==> src/include/isr_pkg.sv <==
// Purpose: shared constants and types of the start and reservation control block
// Assumes: 8-bit register port, 10 MHz ref_clk
// Notes: wait figures are counted in ref_clk cycles before prescaling
package isr_pkg;
   localparam int ADDR_W = 8;
   localparam int DATA_W = 8;
   // register offsets
   localparam logic [7:0] OFS_CONTROL = 8'h00;
   localparam logic [7:0] OFS_CLOCK_SEL = 8'h04;
   localparam logic [7:0] OFS_FLAG = 8'h08;
   localparam logic [7:0] OFS_STATUS = 8'h0C;
   localparam logic [7:0] OFS_SHIFT_DATA = 8'h10;
   localparam logic [7:0] OFS_IRQ_STATUS = 8'h14;
   localparam logic [7:0] OFS_IRQ_MASK = 8'h18;
   // control register bits
   localparam int CB_ENABLE = 0;
   localparam int CB_START = 1;
   localparam int CB_STOP = 2;
   localparam int CB_EXIT = 3;
   localparam int CB_STOP_IRQ = 4;
   // flag register bits
   localparam int FB_RSV_DIS = 0;
   localparam int FB_INIT_START = 1;
   localparam int FB_REJECTED = 2;
   localparam int FB_BUSY = 3;
   // status register bits
   localparam int SB_MASTER = 0;
   localparam int SB_SLAVE = 1;
   localparam int SB_WAIT = 2;
   localparam int SB_RESERVED = 3;
   // interrupt bits: stop seen, start seen, start rejected, reserved start fired
   localparam int IB_STOP = 0;
   localparam int IB_START = 1;
   localparam int IB_REJECT = 2;
   localparam int IB_FIRED = 3;
   localparam int IRQ_W = 4;
   localparam logic [6:0] CLOCK_SEL_RESET = 7'h00;
   localparam logic [IRQ_W-1:0] IRQ_MASK_RESET = 4'h0;
   // settling waits at the undivided clock
   localparam logic [7:0] WAIT_STD_00 = 8'd26;
   localparam logic [7:0] WAIT_STD_01 = 8'd47;
   localparam logic [7:0] WAIT_STD_10 = 8'd47;
   localparam logic [7:0] WAIT_STD_11 = 8'd37;
   localparam logic [7:0] WAIT_FAST_0X = 8'd16;
   localparam logic [7:0] WAIT_FAST_10 = 8'd16;
   localparam logic [7:0] WAIT_FAST_11 = 8'd13;
   localparam logic [7:0] WAIT_EXT = 8'd10;
   localparam logic [7:0] WAIT_REJECT_UNIT = 8'd5;
   localparam logic [2:0] PRESCALE_OFFSET = 3'd2;

   typedef struct packed {
      logic prescaler_enable;
      logic prescaler_bit_high;
      logic prescaler_bit_low;
      logic clock_extension_bit;
      logic speed_mode_bit;
      logic rate_bit_high;
      logic rate_bit_low;
   } isr_clock_sel_t;

   typedef enum logic [2:0] {ST_IDLE, ST_SETTLE, ST_RESERVED, ST_WAIT, ST_HALT} isr_mode_t;
   typedef enum logic [1:0] {DC_START, DC_RESERVE, DC_REJECT, DC_NONE} isr_decide_t;

   typedef struct packed {
      logic scl_s1, scl_s2, scl_d;
      logic sda_s1, sda_s2, sda_d;
      logic controller_enable, start_request, stop_irq_enable;
      isr_clock_sel_t clock_sel;
      logic reservation_disable, initial_start_enable;
      logic start_rejected_flag, bus_busy_flag;
      logic master_status, slave_active;
      isr_mode_t mode;
      isr_decide_t decide;
      logic [7:0] cnt;
      logic [IRQ_W-1:0] irq_stat, irq_mask;
      logic [DATA_W-1:0] rdata, tx_data;
      logic start_gen, stop_gen, addr_go, irq;
   } isr_state_t;
endpackage

==> src/rtl/isr_ctrl.sv <==
// Purpose: start request, communication reservation and bus-busy control of an I2C master
// Assumes: bus lines arrive asynchronously; arbitration and address events come from
//    the shifter on ref_clk; line drivers act on start_gen/stop_gen/addr_go pulses
// Notes: registers on a plain strobe port, read data one cycle after the read strobe
`timescale 1ns/1ps
module isr_ctrl
   import isr_pkg::*;
(
   input wire logic ref_clk,
   input wire logic rst,
   input wire logic [ADDR_W-1:0] reg_addr,
   input wire logic [DATA_W-1:0] reg_wdata,
   input wire logic reg_wr,
   input wire logic reg_rd,
   output logic [DATA_W-1:0] reg_rdata,
   input wire logic bus_clock_pin,
   input wire logic bus_data_pin,
   input wire logic arb_lost,
   input wire logic slave_addressed,
   output logic start_gen,
   output logic stop_gen,
   output logic addr_go,
   output logic [DATA_W-1:0] tx_data,
   output logic bus_interrupt
);
   isr_state_t s_reg;
   isr_state_t s_next;

   function automatic logic [7:0] base_wait(input isr_clock_sel_t c);
      logic [1:0] rate;
      rate = {c.rate_bit_high, c.rate_bit_low};
      if (c.clock_extension_bit)
         base_wait = WAIT_EXT;
      else if (c.speed_mode_bit)
         base_wait = (rate == 2'b11) ? WAIT_FAST_11 :
                     (rate == 2'b10) ? WAIT_FAST_10 : WAIT_FAST_0X;
      else
         case (rate)
            2'b00: base_wait = WAIT_STD_00;
            2'b01: base_wait = WAIT_STD_01;
            2'b10: base_wait = WAIT_STD_10;
            default: base_wait = WAIT_STD_11;
         endcase
   endfunction

   function automatic logic [2:0] divisor(input isr_clock_sel_t c);
      if (c.prescaler_enable)
         divisor = {1'b0, c.prescaler_bit_high, c.prescaler_bit_low} + PRESCALE_OFFSET;
      else
         divisor = 3'd1;
   endfunction

   logic wr_ctrl, wr_data, start_seen, stop_seen, device_idle;
   logic [10:0] settle_prod, reject_prod;

   assign wr_ctrl = reg_wr && (reg_addr == OFS_CONTROL);
   assign wr_data = reg_wr && (reg_addr == OFS_SHIFT_DATA);
   // edges read only second-stage and delayed copies, never the first stage
   assign start_seen = s_reg.scl_s2 && s_reg.scl_d && s_reg.sda_d && !s_reg.sda_s2;
   assign stop_seen = s_reg.scl_s2 && s_reg.scl_d && !s_reg.sda_d && s_reg.sda_s2;
   assign device_idle = !s_reg.master_status && !s_reg.slave_active;
   assign settle_prod = base_wait(s_reg.clock_sel) * divisor(s_reg.clock_sel);
   assign reject_prod = WAIT_REJECT_UNIT * divisor(s_reg.clock_sel);

   always_comb
   begin
      logic [IRQ_W-1:0] ev;
      logic [DATA_W-1:0] rd_val;
      ev = '0;
      rd_val = '0;
      s_next = s_reg;
      s_next.start_gen = 1'b0;
      s_next.stop_gen = 1'b0;
      s_next.addr_go = 1'b0;
      s_next.scl_s1 = bus_clock_pin;
      s_next.scl_s2 = s_reg.scl_s1;
      s_next.scl_d = s_reg.scl_s2;
      s_next.sda_s1 = bus_data_pin;
      s_next.sda_s2 = s_reg.sda_s1;
      s_next.sda_d = s_reg.sda_s2;

      if (s_reg.controller_enable)
      begin
         // line events keep the busy flag in step with traffic
         if (start_seen)
         begin
            s_next.bus_busy_flag = 1'b1;
            ev[IB_START] = 1'b1;
         end
         if (stop_seen)
         begin
            s_next.bus_busy_flag = 1'b0;
            s_next.slave_active = 1'b0;
            s_next.master_status = 1'b0;
            ev[IB_STOP] = 1'b1;
         end
         if (slave_addressed)
            s_next.slave_active = 1'b1;
         if (arb_lost)
            s_next.master_status = 1'b0;
      end

      case (s_reg.mode)
         ST_IDLE:
            ;
         ST_SETTLE:
            if (s_reg.cnt > 8'd1)
               s_next.cnt = s_reg.cnt - 8'd1;
            else
            begin
               s_next.start_request = 1'b0;
               s_next.mode = ST_IDLE;
               case (s_reg.decide)
                  DC_START:
                  begin
                     s_next.start_gen = 1'b1;
                     s_next.master_status = 1'b1;
                     s_next.bus_busy_flag = 1'b1;
                     s_next.mode = ST_WAIT;
                  end
                  DC_RESERVE:
                  begin
                     s_next.start_request = 1'b1;
                     s_next.mode = ST_RESERVED;
                  end
                  DC_REJECT:
                  begin
                     s_next.start_rejected_flag = 1'b1;
                     ev[IB_REJECT] = 1'b1;
                  end
                  default:
                     ;
               endcase
            end
         ST_RESERVED:
            if (slave_addressed || arb_lost)
            begin
               s_next.mode = ST_IDLE;
               s_next.start_request = 1'b0;
               s_next.master_status = 1'b0;
            end
            else if (stop_seen)
            begin
               s_next.start_gen = 1'b1;
               s_next.start_request = 1'b0;
               s_next.master_status = 1'b1;
               s_next.bus_busy_flag = 1'b1;
               ev[IB_FIRED] = 1'b1;
               // without the stop interrupt nobody is told to write data
               s_next.mode = s_reg.stop_irq_enable ? ST_WAIT : ST_HALT;
            end
         ST_WAIT:
            if (wr_data)
            begin
               s_next.addr_go = 1'b1;
               s_next.mode = ST_IDLE;
            end
            else if (!s_reg.master_status)
               s_next.mode = ST_IDLE;
         ST_HALT:
            if (!s_reg.master_status)
               s_next.mode = ST_IDLE;
         default:
            s_next.mode = ST_IDLE;
      endcase

      if (reg_wr)
         case (reg_addr)
            OFS_CONTROL:
            begin
               if (reg_wdata[CB_ENABLE] && !s_reg.controller_enable)
                  s_next.bus_busy_flag = !s_reg.initial_start_enable;
               if (!reg_wdata[CB_ENABLE])
               begin
                  // a start decided in this very cycle must not leave a disabled controller
                  s_next.start_gen = 1'b0;
                  s_next.mode = ST_IDLE;
                  s_next.master_status = 1'b0;
                  s_next.slave_active = 1'b0;
                  s_next.start_request = 1'b0;
               end
               s_next.controller_enable = reg_wdata[CB_ENABLE];
               s_next.stop_irq_enable = reg_wdata[CB_STOP_IRQ];
               s_next.irq_mask[IB_STOP] = reg_wdata[CB_STOP_IRQ];
               if (reg_wdata[CB_EXIT])
                  s_next.slave_active = 1'b0;
               if (!reg_wdata[CB_START] && s_reg.mode == ST_RESERVED)
               begin
                  s_next.start_request = 1'b0;
                  s_next.mode = ST_IDLE;
               end
               // a set while still set is ignored
               if (reg_wdata[CB_START] && !s_reg.start_request && s_reg.controller_enable
                   && (s_reg.mode == ST_IDLE || s_reg.mode == ST_WAIT
                   || s_reg.mode == ST_HALT))
               begin
                  s_next.start_request = 1'b1;
                  s_next.start_rejected_flag = 1'b0;
                  s_next.mode = ST_SETTLE;
                  if (s_reg.reservation_disable)
                  begin
                     s_next.cnt = reject_prod[7:0];
                     s_next.decide = (s_reg.bus_busy_flag && device_idle) ? DC_REJECT
                                   : (s_reg.slave_active ? DC_NONE : DC_START);
                  end
                  else
                  begin
                     s_next.cnt = settle_prod[7:0];
                     s_next.decide = !s_reg.bus_busy_flag ? DC_START
                                   : (device_idle ? DC_RESERVE
                                   : (s_reg.master_status ? DC_START : DC_NONE));
                  end
               end
               if (reg_wdata[CB_STOP] && s_reg.controller_enable)
               begin
                  s_next.stop_gen = 1'b1;
                  s_next.master_status = 1'b0;
                  s_next.bus_busy_flag = 1'b0;
                  s_next.mode = ST_IDLE;
               end
            end
            OFS_CLOCK_SEL:
               // a running controller must not see its bit timing change
               if (!s_reg.controller_enable)
                  s_next.clock_sel = isr_clock_sel_t'(reg_wdata[6:0]);
            OFS_FLAG:
            begin
               s_next.reservation_disable = reg_wdata[FB_RSV_DIS];
               s_next.initial_start_enable = reg_wdata[FB_INIT_START];
            end
            OFS_SHIFT_DATA:
               s_next.tx_data = reg_wdata;
            OFS_IRQ_MASK:
            begin
               s_next.irq_mask = reg_wdata[IRQ_W-1:0];
               s_next.stop_irq_enable = reg_wdata[IB_STOP];
            end
            default:
               ;
         endcase

      // write one clears; a new event in the same cycle wins
      if (reg_wr && reg_addr == OFS_IRQ_STATUS)
         s_next.irq_stat = s_reg.irq_stat & ~reg_wdata[IRQ_W-1:0];
      s_next.irq_stat = s_next.irq_stat | ev;
      s_next.irq = |(s_next.irq_stat & s_next.irq_mask);

      if (reg_rd)
      begin
         case (reg_addr)
            OFS_CONTROL:
            begin
               rd_val[CB_ENABLE] = s_reg.controller_enable;
               rd_val[CB_START] = s_reg.start_request;
               rd_val[CB_STOP_IRQ] = s_reg.stop_irq_enable;
            end
            OFS_CLOCK_SEL:
               rd_val[6:0] = s_reg.clock_sel;
            OFS_FLAG:
            begin
               rd_val[FB_RSV_DIS] = s_reg.reservation_disable;
               rd_val[FB_INIT_START] = s_reg.initial_start_enable;
               rd_val[FB_REJECTED] = s_reg.start_rejected_flag;
               rd_val[FB_BUSY] = s_reg.bus_busy_flag;
            end
            OFS_STATUS:
            begin
               rd_val[SB_MASTER] = s_reg.master_status;
               rd_val[SB_SLAVE] = s_reg.slave_active;
               rd_val[SB_WAIT] = (s_reg.mode == ST_WAIT) || (s_reg.mode == ST_HALT);
               rd_val[SB_RESERVED] = (s_reg.mode == ST_RESERVED);
            end
            OFS_SHIFT_DATA:
               rd_val = s_reg.tx_data;
            OFS_IRQ_STATUS:
               rd_val[IRQ_W-1:0] = s_reg.irq_stat;
            OFS_IRQ_MASK:
               rd_val[IRQ_W-1:0] = s_reg.irq_mask;
            default:
               rd_val = '0;
         endcase
      end
      s_next.rdata = rd_val;
   end

   always_ff @(posedge ref_clk or posedge rst)
   begin
      if (rst)
      begin
         s_reg <= '0;
         s_reg.scl_s1 <= 1'b1;
         s_reg.scl_s2 <= 1'b1;
         s_reg.scl_d <= 1'b1;
         s_reg.sda_s1 <= 1'b1;
         s_reg.sda_s2 <= 1'b1;
         s_reg.sda_d <= 1'b1;
         s_reg.clock_sel <= CLOCK_SEL_RESET;
         s_reg.irq_mask <= IRQ_MASK_RESET;
         s_reg.mode <= ST_IDLE;
         s_reg.decide <= DC_NONE;
      end
      else
         s_reg <= s_next;
   end

   assign reg_rdata = s_reg.rdata;
   assign start_gen = s_reg.start_gen;
   assign stop_gen = s_reg.stop_gen;
   assign addr_go = s_reg.addr_go;
   assign tx_data = s_reg.tx_data;
   assign bus_interrupt = s_reg.irq;
endmodule

==> config.mk <==
export PLATFORM = sky130hd
export DESIGN_NAME = isr_ctrl
export DESIGN_NICKNAME = d
export VERILOG_FILES = /design/src/include/isr_pkg.sv /design/src/rtl/isr_ctrl.sv
export SDC_FILE = /design/constraint.sdc
export NUM_CORES = 1
export LEC_CHECK = 0
export ABC_AREA = 0
export BUFFER_PORTS_ARGS = -buffer_cell sky130_fd_sc_hd__buf_4
export CORE_UTILIZATION = 63
export CTS_BUF_LIST = sky130_fd_sc_hd__clkbuf_16
export DETAILED_ROUTE_END_ITERATION = 6
export PLACE_DENSITY = 0.85
export SLEW_MARGIN = 30
export SYNTH_ARGS = -nofsm -noshare
export SYNTH_HDL_FRONTEND = slang
export SYNTH_SLANG_ARGS = --single-unit
==> constraint.sdc <==
create_clock -name ref_clk -period 7.4 [get_ports ref_clk]
set_input_delay 0.74 -clock ref_clk [delete_from_list [all_inputs] [get_ports ref_clk]]
set_output_delay 0.74 -clock ref_clk [all_outputs]
set_load 0.03 [all_outputs]
# ---- Word-level counts from Yosys, hierarchy flattened
# Cells that the tools add are included.
dict set report op_classes {
  n_lt_le_gt_ge 1
  n_reduce_logical 40
  muxes 88
  n_addsub 2
  bitwise 5
  eq_ne 15
  mul 2
}
# operator count
set ops {}
lappend ops {{$mux W3} 15}
lappend ops {{$mux W1} 32}
lappend ops {{$mux W8} 4}
lappend ops {{$mux W2} 14}
lappend ops {{$mux W28} 1}
lappend ops {{$eq A8 B5 Y1 const B} 3}
lappend ops {{$mux W17} 1}
lappend ops {{$eq A8 B4 Y1 const B} 2}
lappend ops {{$logic_and A1 B1 Y1} 15}
lappend ops {{$pmux W3 S5} 1}
lappend ops {{$mux W7} 2}
lappend ops {{$pmux W2 S7} 1}
lappend ops {{$mux W13} 1}
lappend ops {{$pmux W2 S2} 3}
lappend ops {{$pmux W2 S6} 1}
lappend ops {{$pmux W6 S2} 1}
lappend ops {{$mux W10} 1}
lappend ops {{$mux W5} 2}
lappend ops {{$and A4 B4 Y4} 2}
lappend ops {{$eq A8 B3 Y1 const B} 1}
lappend ops {{$gt A8 B1 Y1 const B} 1}
lappend ops {{$logic_not A1 Y1} 8}
lappend ops {{$logic_not A8 Y1} 1}
lappend ops {{$mul A8 B3 Y8} 1}
lappend ops {{23 further kinds} 39}
dict set report word_totals {
  input_bits 24
  wordCells 186
  output_inout_bits 20
  register_bits 63
}

# ---- Depth between registers and ports, before layout
# Gate-level depths: netlist of the first run.
dict set report depth {
  depth_word 19
  depth_mapped 12
  ltp_nobuf 12
}

# ---- Worst setup path after synthesis of the first run
# Ideal clock, no wire load.
dict set report synth_path {
  path_type {register to register}
  start {register s_reg[49] (netlist bit)}
  end {register s_reg[34] (netlist bit)}
  setup_slack_ns 4.492
  path_buffers 0
  setup_ns 0.137
  required_ns 7.263
  stages_incl_launch_ff 12
  period_less_slack_ns 2.908
  t_arrival_ns 2.771
  cell_sequence {dfrtp_1 -> o21ai_0 -> nor2b_1 -> nand2_1 -> fa_1 -> inv_1 -> ha_1 -> fa_1 -> a21o_1 -> a21oi_1 -> xor2_1 -> o31ai_1}
}
# element line
set synth_lines {}
lappend synth_lines {{from (decl)} isr_ctrl.sv:26} ;# isr_state_t s_reg;
lappend synth_lines {{from (signal assigned)} isr_ctrl.sv:303} ;# s_reg <= s_next;

==> results.ini, run 1 <==
[die]
floorplan.initialDensity = 0.6528
pin_count = 44
dieHeight_um = 80.10
floorplan.die.width_um = 80.10
die_area_sq_um = 6415
design.core.area_sq_um = 5886
rows = 28

[logic_synthesis]
synth-edff-count = 0
synth_top_family_by_area = simple AND/OR/NAND/NOR gates
synth_xor_area_frac = 0.02735
post-synth-top-area-fraction = 0.3582
synth-async-reset-ratio = 1.000
ys_seq_area_frac = 0.4129
yosys_register_bits = 63
synth.area.mux_share = 0.07164
netlist_top_cells_area = dfrtp_1 (36%), mux2_2 (5.9%), dfstp_2 (5.5%), nand2_1 (3.8%), ha_1 (3.6%)
synthesis.instances = 383
synthesis.yosys.warnings = 0
synth_cell_type_count = 68
yosys.area_share.adder = 0.06447
synth_nets = 423
post-synth-top-area-cell = dfrtp_1
ys_dominant_reg_cell = dfrtp_1
syn_area_per_cell_sq_um = 10.03
synth-compound-area-share = 0.1530
yosys.area_share.simple = 0.2077
cell_area_synth_sq_um = 3842

[setup_path]
path_delay_family = adder cells
cp-start-kind = flop
worst_ep_arrival_time_ps = 3440
timing.critical_path.cells = nor2_1 > o21ai_0 > nor2b_1 > nand2_1 > fa_1 > inv_1 > ha_1 > fa_1 > a21o_1 > a21oi_1 > xor2_1 > o31ai_1
crit_path_buf_inv_count = 1
path_common_cell = fa_1
path_max_fanout = 5
endpoint_required_time_on_the_critical_path_ps = 7580
criticalPathCategory = reg2reg
timing.critical_path.slowest_cell_delay_ps = 560
cpMaxStageDelayCell = fa_1
end_kind = flop

[place]
gp_congestion = 0.9294
port_buffers = 43
placed_cell_area_sq_um = 4089
place_hpwl_mm = 6.526

[cts]
post_cts.repair.setup_buffers = 0
h-tree-depth = 3
post_cts.resized_instances = 0
cts.sink_count = 63
clk-insertion-delay-late_ps = 330
tritoncts = done
cts_made_buffers = 9
worst_setup_hold_path_clk_slew_ps = 60
clock_tree.buffer_depth = 2
clk_root_buffer_cell = clkbuf_16
cts-hold-fix-buffers = 0

[sta]
report.final.setup_viol = 0
largest_clock_skew_in_the_final_design_ps = 7.011
fmax_mhz = 306.6
hold_viol_final = 0
fin_crit_ps = 3262
setup_tns_ps = 0
max-slew-margin-rel = 0.4175
report.final.slew_viol_count = 0
grt_setup_unrepaired = no
final_min_period_over_clock_period = 0.4408
worst_pin_slew_ps = 871.9

[layout]
area_of_combinational_cells_with_multiple_inputs_sq_um = 2014
area.sequential_sq_um = 1587
final_design_area_no_fill_sq_um = 4372
flip_flop_count_of_the_largest_register_after_layout = 39
number_of_fill_cells = 412
areaGrowthSynthToFinish_pct = 13.77
fraction_of_layout_instances_using_a_drive_strength_above_1 = 0.2356
nets = 451
diodes = 0

[global_routing]
globalRouteTotalUtil = 0.3111
wire_length_of_the_first_global_routing_pass_mm = 14.75
grt-ovfl-total = 0
grt_start_max_net_pins = 64
grt_pass1_vias = 3052
grt_antenna_before_repair = 0

[route]
wirelength_mm = 9.357
wire_per_inst_um = 19.06
drt-initial-drc-count = 290
post_drt_via_cell_ratio = 6.403
ant_nets = 0
post-route-drc-count = 5
first_pass_iters = 7
detailroute.via_count = 3144

[status]
violations = DRC
run_status = finished, violations left

[power_and_ir_drop]
total_leakage_power_nw = 2.001
power_density_nw_per_um2 = 245.1
vdd.ir_drop.worst_mv = 0.1919

[hold_path]
worst_hold_path_type = reg2reg

[run]
timing.max_cap.violations = 0

==> logic make-up after synthesis <==
family / Yosys count
AND/OR/NAND/NOR: 138
AO/OA/AOI/OAI: 84
flip-flops: 63
buffers and inverters: 44
multiplexers: 25
adder cells (fa/ha/maj): 17
XOR/XNOR: 12
==> Yosys cell counts (5+ instances only) <==
| master | instances |
|---|---|
| dfrtp_1 | 55 |
| nand2_1 | 39 |
| nor2_1 | 32 |
| mux2_2 | 20 |
| a21oi_1 | 18 |
| inv_1 | 17 |
| buf_4 | 16 |
| o21ai_0 | 12 |
| a22oi_1 | 11 |
| ha_1 | 11 |
| nor3_1 | 11 |
| nand3_1 | 9 |
| xnor2_1 | 9 |
| dfstp_2 | 8 |
| nor2b_1 | 8 |
| clkbuf_1 | 7 |
| a211oi_1 | 6 |
| and2_1 | 6 |
| fa_1 | 5 |
| mux2i_1 | 5 |
==> area by class of cell <==
type / instances / share of cell area
inverter: 17 / 0.01460
sequential: 63 / 0.3629
clock inverter: 7 / 0.01317
timing repair buffer: 44 / 0.07556
tap: 75 / 0.02147
multi-input combinational: 276 / 0.4608
clock buffer: 9 / 0.05152
==> worst reg2reg max path, delay by kind of cell, from the launching register on <==
family | cells | cell delay [ps]
DFF | 1 | 440
buffers and inverters | 1 | 50
and+or+nand+nor | 3 | 560
adders and majority gates | 3 | 1190
AOI/OAI and AO/OA | 4 | 710
xor gates and xnor gates | 1 | 170
==> routing by layer <==
layer,track usage,wire (um),vias up
met3,0.05227,586,30
li1,-,-,1420
met4,0.1446,266,0
met1,0.3970,3762,1529
met5,0,0,-
met2,0.5154,4741,165
==> worst paths after layout <==
check | from | to | slack (ps) | depth (start not counted)
max | s_reg[48] | s_reg[34] | 4140 | 12
min | s_next[61] | s_next[60] | 350 | 0
max reg2reg | s_reg[48] | s_reg[34] | 4140 | 12
min reg2reg | s_next[61] | s_next[60] | 350 | 0
max in group asynchronous | rst | s_reg[34] | 6240 | 3
min in group asynchronous | rst | s_reg[43] | 640 | 3
==> cell usage in the layout (no fill, tap or decap), drive strengths merged, types with 8 or more instances in the layout <==
cell type / synthesis / final
ha: 11 / 11
clkbuf: 7 / 9
nor3: 11 / 11
inv: 17 / 19
o21ai: 14 / 14
nand2: 39 / 39
a21oi: 18 / 18
dfrtp: 55 / 55
a22oi: 11 / 11
xnor2: 9 / 9
nand3: 10 / 10
mux2: 20 / 20
dfstp: 8 / 8
nor2b: 8 / 8
nor2: 33 / 33
buf: 20 / 44
==> power by group <==
part,switching (mW),internal [mW]
sequential,0.0527,0.387
clock,0.150,0.255
combinational,0.123,0.104
total,0.326,0.746
==> through the flow <==
stage / setup WS (ps) / util / cells / hold slack, ps / power [mW]
2_1_floorplan: 4492 / - / 383 / 345.2 / 0.6041
3_3_place_gp: 4372 / 0.6947 / 475 / 346.1 / 0.6556
3_5_place_dp: 4248 / 0.6947 / 475 / 347.0 / 0.6685
4_1_cts: 4175 / 0.7428 / 491 / 354.2 / 1.070
5_1_grt: 3945 / 0.7428 / 491 / 355.2 / 1.121
6_report: 4138 / 0.7428 / 491 / 353.3 / 1.071
Note: power is estimated with default switching activity, not from simulation.
==> run 2, diff against run 1 <==
- CORE_UTILIZATION: 63 -> 59
- PLACE_DENSITY: 0.85 -> 0.8
- clock period: 7.4 -> 3.1 ns (I/O delays scaled with it)
==> run 2 against run 1 <==
The run now ends clean. Sequential share of layout area decreased by 0.97 points. First-iteration DRC count decreased by 24%. Sequential power increased by 140%. Die area increased by 6.6%. Non-clock buffer count increased by 8. Via count increased by 0.38%. Count of clock-buffer cells in the layout unchanged. Final area increased by 2.7%. Register-to-register slack got worse by 4000 ps. Core utilization decreased by 3.1 points. Clock power increased to 2.7 times the previous value. Critical path type unchanged.
==> results.ini, run 2 (synthesis results as in run 1) <==
[setup_path]
timing.critical_path.slowest_cell_delay_ps = 520
r2r_cells = 11
crit-reg2reg-launch = s_reg[48]
worst-path-stages = 11
cpMaxStageDelayCell = fa_1
reg2reg_to = s_reg[35]
regToRegSetupSlack_ps = 130
crit_path_buf_inv_count = 0
endpoint_required_time_on_the_critical_path_ps = 3330
cp-start-kind = flop
criticalPathCategory = reg2reg
path_delay_family = compound AO/OA/AOI/OAI gates
path_max_fanout = 4
worst_ep_arrival_time_ps = 3200
timing.critical_path.cells = nor2_1 > o21ai_2 > nor2b_4 > and2_1 > fa_1 > ha_1 > a211oi_2 > o21bai_1 > a21oi_1 > xnor2_1 > o31ai_2
end_kind = flop

[sta]
finalHoldWorstSlack_ps = 75.79
worst_pin_slew_ps = 903.6
largest_clock_skew_in_the_final_design_ps = 6.329
fin_crit_ps = 2967
fmax_mhz = 337.0
setup_tns_ps = 0
max-slew-margin-rel = 0.3963
report.final.slew_viol_count = 0
hold_viol_final = 0
grt_setup_unrepaired = yes
final_min_period_over_clock_period = 0.9572
report.final.setup_viol = 0

[route]
detailroute.via_count = 3156
post-route-drc-count = 0
drt-initial-drc-count = 219
wirelength_mm = 9.358
post_drt_via_cell_ratio = 6.299
first_pass_iters = 5
wire_per_inst_um = 18.68
ant_nets = 0

[power_and_ir_drop]
total_leakage_power_nw = 2.051
vdd.ir_drop.worst_mv = 0.4227
power_density_nw_per_um2 = 598.2
report.power.total_mw = 2.687

[cts]
clock_tree.buffer_depth = 2
clk_root_buffer_cell = clkbuf_16
worst_setup_hold_path_clk_slew_ps = 50
clk-insertion-delay-late_ps = 330
h-tree-depth = 3
tritoncts = done
cts.sink_count = 63
cts_made_buffers = 9
cts-hold-fix-buffers = 0

[die]
design.core.area_sq_um = 6314
rows = 29
floorplan.die.width_um = 82.70
pin_count = 44
floorplan.initialDensity = 0.6086
die_area_sq_um = 6839
dieHeight_um = 82.70

[layout]
areaGrowthSynthToFinish_pct = 16.90
nets = 459
layout.cells.most_common = dfrtp_1
fraction_of_layout_instances_using_a_drive_strength_above_1 = 0.2689
most-common-layout-cells = dfrtp_1 (55), buf_4 (52), nand2_1 (39)
flip_flop_count_of_the_largest_register_after_layout = 39
diodes = 0

[global_routing]
grt_pass1_vias = 3014
grt-ovfl-total = 0
wire_length_of_the_first_global_routing_pass_mm = 14.72
globalRouteTotalUtil = 0.2960
grt_antenna_before_repair = 0
grt_start_max_net_pins = 33

[place]
place_hpwl_mm = 6.622
port_buffers = 43
gp_congestion = 0.9948

[status]
run_status = finished, final reports clean

[run]
timing.max_cap.violations = 0

[hold_path]
worst_hold_path_type = in2async

==> run 2: cell types whose count changed in the layout (fill, tap and decap cells not counted), sizes merged <==
cell      delta
buf          +8
bufinv       +1
clkinv       -2
clkinvlp     +2
inv          -1
==> run 2: timing repair <==
item	in CTS	in global routing
endpoints found under the setup margin	2	5
buffers inserted	0	2
resized for setup	3	4
==> run 2: layout make-up <==
type / instances / area [sq um]
inverters: 17 / 63.81
multi-input cells: 276 / 2033
well taps: 77 / 96.34
clock inverters: 7 / 96.34
clock buffers: 9 / 225.2
fillers: 466 / 1822
flip-flops and latches: 63 / 1587
repair buffers: 52 / 390.4
==> run 2: power breakdown <==
part           total [mW]  internal, mW  switching, mW
logic               0.550         0.255          0.295
clock network        1.09         0.704          0.381
registers            1.05         0.924          0.128
==> run 2: worst max-delay path by stage <==
stage / start / to
global placement: s_reg[48] / s_reg[34]
finish: s_reg[48] / s_reg[35]
floorplan: s_reg[49] / s_reg[34]
global route: s_reg[48] / s_reg[35]
detailed placement: s_reg[47] / s_reg[34]
CTS: s_reg[48] / s_reg[34]
==> run 2: per-stage QoR <==
step                area [sq um]  instances  worst slack [ps]  utilization
floorplan                   3842        383             192.4            -
global placement            4136        483             135.3       0.6552
detailed placement          4136        483            -74.63       0.6552
CTS                         4471        499             7.521       0.7081
global route                4492        501            -9.521       0.7115
finish                      4492        501             132.8       0.7115
==> run 2: metal layers <==
layer | routed length [um] | track usage | share of wire
met2 | 4587 | 0.4910 | 0.49
met1 | 3883 | 0.3789 | 0.41
met4 | 244 | 0.1293 | 0.026
met3 | 642 | 0.04945 | 0.069
met5 | 0 | 0 | 0
==> run 3, diff against run 2 <==
- CORE_MARGIN: not set -> 3
- CORE_UTILIZATION: 59 -> 53
- PLACE_DENSITY: 0.8 -> 0.76
- clock period: 3.1 -> 2.4 ns (I/O delays scaled with it)
==> run 3 against run 2 <==
The flow now finishes with violations (hold timing, setup timing). Flip-flop and latch count unchanged. Critical path depth unchanged. Die area increased by 21%. Via count decreased by 0.13%. Global-route usage decreased by 5.6 points. First-iteration DRC count decreased by 44%. Critical path type unchanged. Largest cell class unchanged.
==> results.ini, run 3 (synthesis results as in run 1) <==
[status]
run_status = finished, violations left
violations = hold timing, setup timing

[setup_path]
crit-reg2reg-launch = s_reg[47]
worst_setup_path_startpoint = s_reg[47]
cpMaxStageDelayCell = fa_1
timing.critical_path.slowest_cell_delay_ps = 580
criticalPathCategory = reg2reg
worst_ep_arrival_time_ps = 2960
endpoint_required_time_on_the_critical_path_ps = 2630
end_kind = flop
path_max_fanout = 4
cp-start-kind = flop
timing.critical_path.cells = nor2_2 > o21ai_2 > nor2b_4 > and2_4 > fa_1 > ha_1 > a211oi_2 > o21bai_1 > a21oi_2 > xnor2_1 > o31ai_2

[cts]
clk_root_buffer_cell = clkbuf_16
worst_setup_hold_path_clk_slew_ps = 60
cts_made_buffers = 9
clock_tree.buffer_depth = 2
h-tree-depth = 3
cts.sink_count = 63
tritoncts = done
clk-insertion-delay-late_ps = 330

[sta]
hold_viol_final = 22
fmax_mhz = 366.9
largest_clock_skew_in_the_final_design_ps = 6.297
final_min_period_over_clock_period = 1.136
grt_setup_unrepaired = yes
report.final.setup_viol = 5
report.final.slew_viol_count = 0
worst_pin_slew_ps = 599.9
fin_crit_ps = 2726
max-slew-margin-rel = 0.5995
finalHoldWorstSlack_ps = -9.983
worst_slack_ps = -325.8

[place]
dp_slack_ps = -311.3
place_hpwl_mm = 6.878
gp_congestion = 0.8999
port_buffers = 43
placed_cell_area_sq_um = 4418
placed_cells = 529

[route]
ant_nets = 0
first_pass_iters = 5
wirelength_mm = 9.388
detailroute.via_count = 3152
post-route-drc-count = 0
drt-initial-drc-count = 122
wire_per_inst_um = 17.23
post_drt_via_cell_ratio = 5.783

[layout]
fraction_of_layout_instances_using_a_drive_strength_above_1 = 0.3296
number_of_fill_cells = 552
final_design_area_no_fill_sq_um = 4727
most-common-layout-cells = buf_4 (76), dfrtp_1 (54), nand2_1 (36)
flip_flop_count_of_the_largest_register_after_layout = 39
finish.cell_count_without_fillers = 545
areaGrowthSynthToFinish_pct = 23.02
layout.cells.most_common = buf_4
nets = 484
diodes = 0

[die]
rows = 30
design.core.area_sq_um = 6907
dieHeight_um = 91.15
floorplan.die.width_um = 91.15
floorplan.initialDensity = 0.5563
pin_count = 44
die_area_sq_um = 8307

[power_and_ir_drop]
power_density_nw_per_um2 = 719.9
power_frac_comb = 0.226
p_sw_mw = 1.040
power_frac_seq = 0.397
vdd.ir_drop.worst_mv = 0.4988
power.share.clock = 0.378
switching_part_of_the_total = 0.3055
internal_power_mw = 2.364
total_leakage_power_nw = 2.168

[global_routing]
wire_length_of_the_first_global_routing_pass_mm = 16.02
grt_start_max_net_pins = 36
grt_antenna_before_repair = 0
grt-ovfl-total = 0
grt_pass1_vias = 3326
globalRouteTotalUtil = 0.2403

[run]
timing.max_cap.violations = 0

[hold_path]
worst_hold_path_type = in2async

## run 3: cell count changes in the layout (fill, tap and decap cells not counted), moves of 2 or more
cell,delta
a21oi_1,-2
a21oi_2,+2
buf_4,+24
nand2_1,-3
nand2_2,+3
## run 3: power groups by stage
stage,registers [mW],logic (mW),clock network (mW)
floorplan,1.32,0.550,0
global placement,1.36,0.727,0
detailed placement,1.36,0.760,0
CTS,1.34,0.768,1.31
global route,1.37,0.852,1.36
finish,1.35,0.768,1.29
## run 3: layout make-up
| type | instances | area [sq um] | share of cell area |
|---|---|---|---|
| clock buffers | 9 | 225.2 | 0.04764 |
| clock inverters | 7 | 73.82 | 0.01562 |
| inverters | 17 | 63.81 | 0.01350 |
| multi-input cells | 276 | 2066 | 0.4370 |
| flip-flops and latches | 63 | 1588 | 0.3359 |
| well taps | 96 | 120.1 | 0.02541 |
| repair buffers | 77 | 590.6 | 0.1249 |
## run 3: metrics by stage
step / power, mW / util / setup TNS, ps
3_3_place_gp: 2.083 / 0.6397 / -927.0
4_1_cts: 3.420 / 0.6833 / -1355
6_report: 3.403 / 0.6844 / -1366
5_1_grt: 3.583 / 0.6844 / -2251
2_1_floorplan: 1.873 / - / -640.9
3_5_place_dp: 2.121 / 0.6397 / -1267
## run 3: path summary, 6_finish.rpt
path                                    to  slack, ps  cells past startpoint
worst max-delay path             s_reg[35]       -330                     11
worst min-delay path             start_gen        -10                      2
worst max register to register   s_reg[35]       -330                     11
worst min register to register  s_next[60]        350                      0
max in group asynchronous        s_reg[37]       1750                      3
min in group ref_clk            s_next[61]         20                      1
## run 3: routing by layer
layer / part of all wire / GRT usage / up-vias
met5: 0 / 0 / -
met2: 0.51 / 0.3998 / 113
met3: 0.053 / 0.06379 / 19
li1: - / - / 1483
met4: 0.019 / 0.07161 / 0
met1: 0.42 / 0.3070 / 1537
## run 3: worst max-delay path: cells and delay by family, from the launching register on
kind | cells | cell delay [ps]
AOI/OAI and AO/OA | 5 | 770
xor gates and xnor gates | 1 | 100
DFF | 1 | 420
and+or+nand+nor | 3 | 480
adders and majority gates | 2 | 860
## run 3: what timing repair did
action / CTS / global route
setup buffers: 0 / 0
hold endpoints to repair: 0 / 0
hold buffers: 0 / 0
pin swaps: 2 / 0
setup endpoints to repair: 5 / 6
resized for setup: 1 / 3
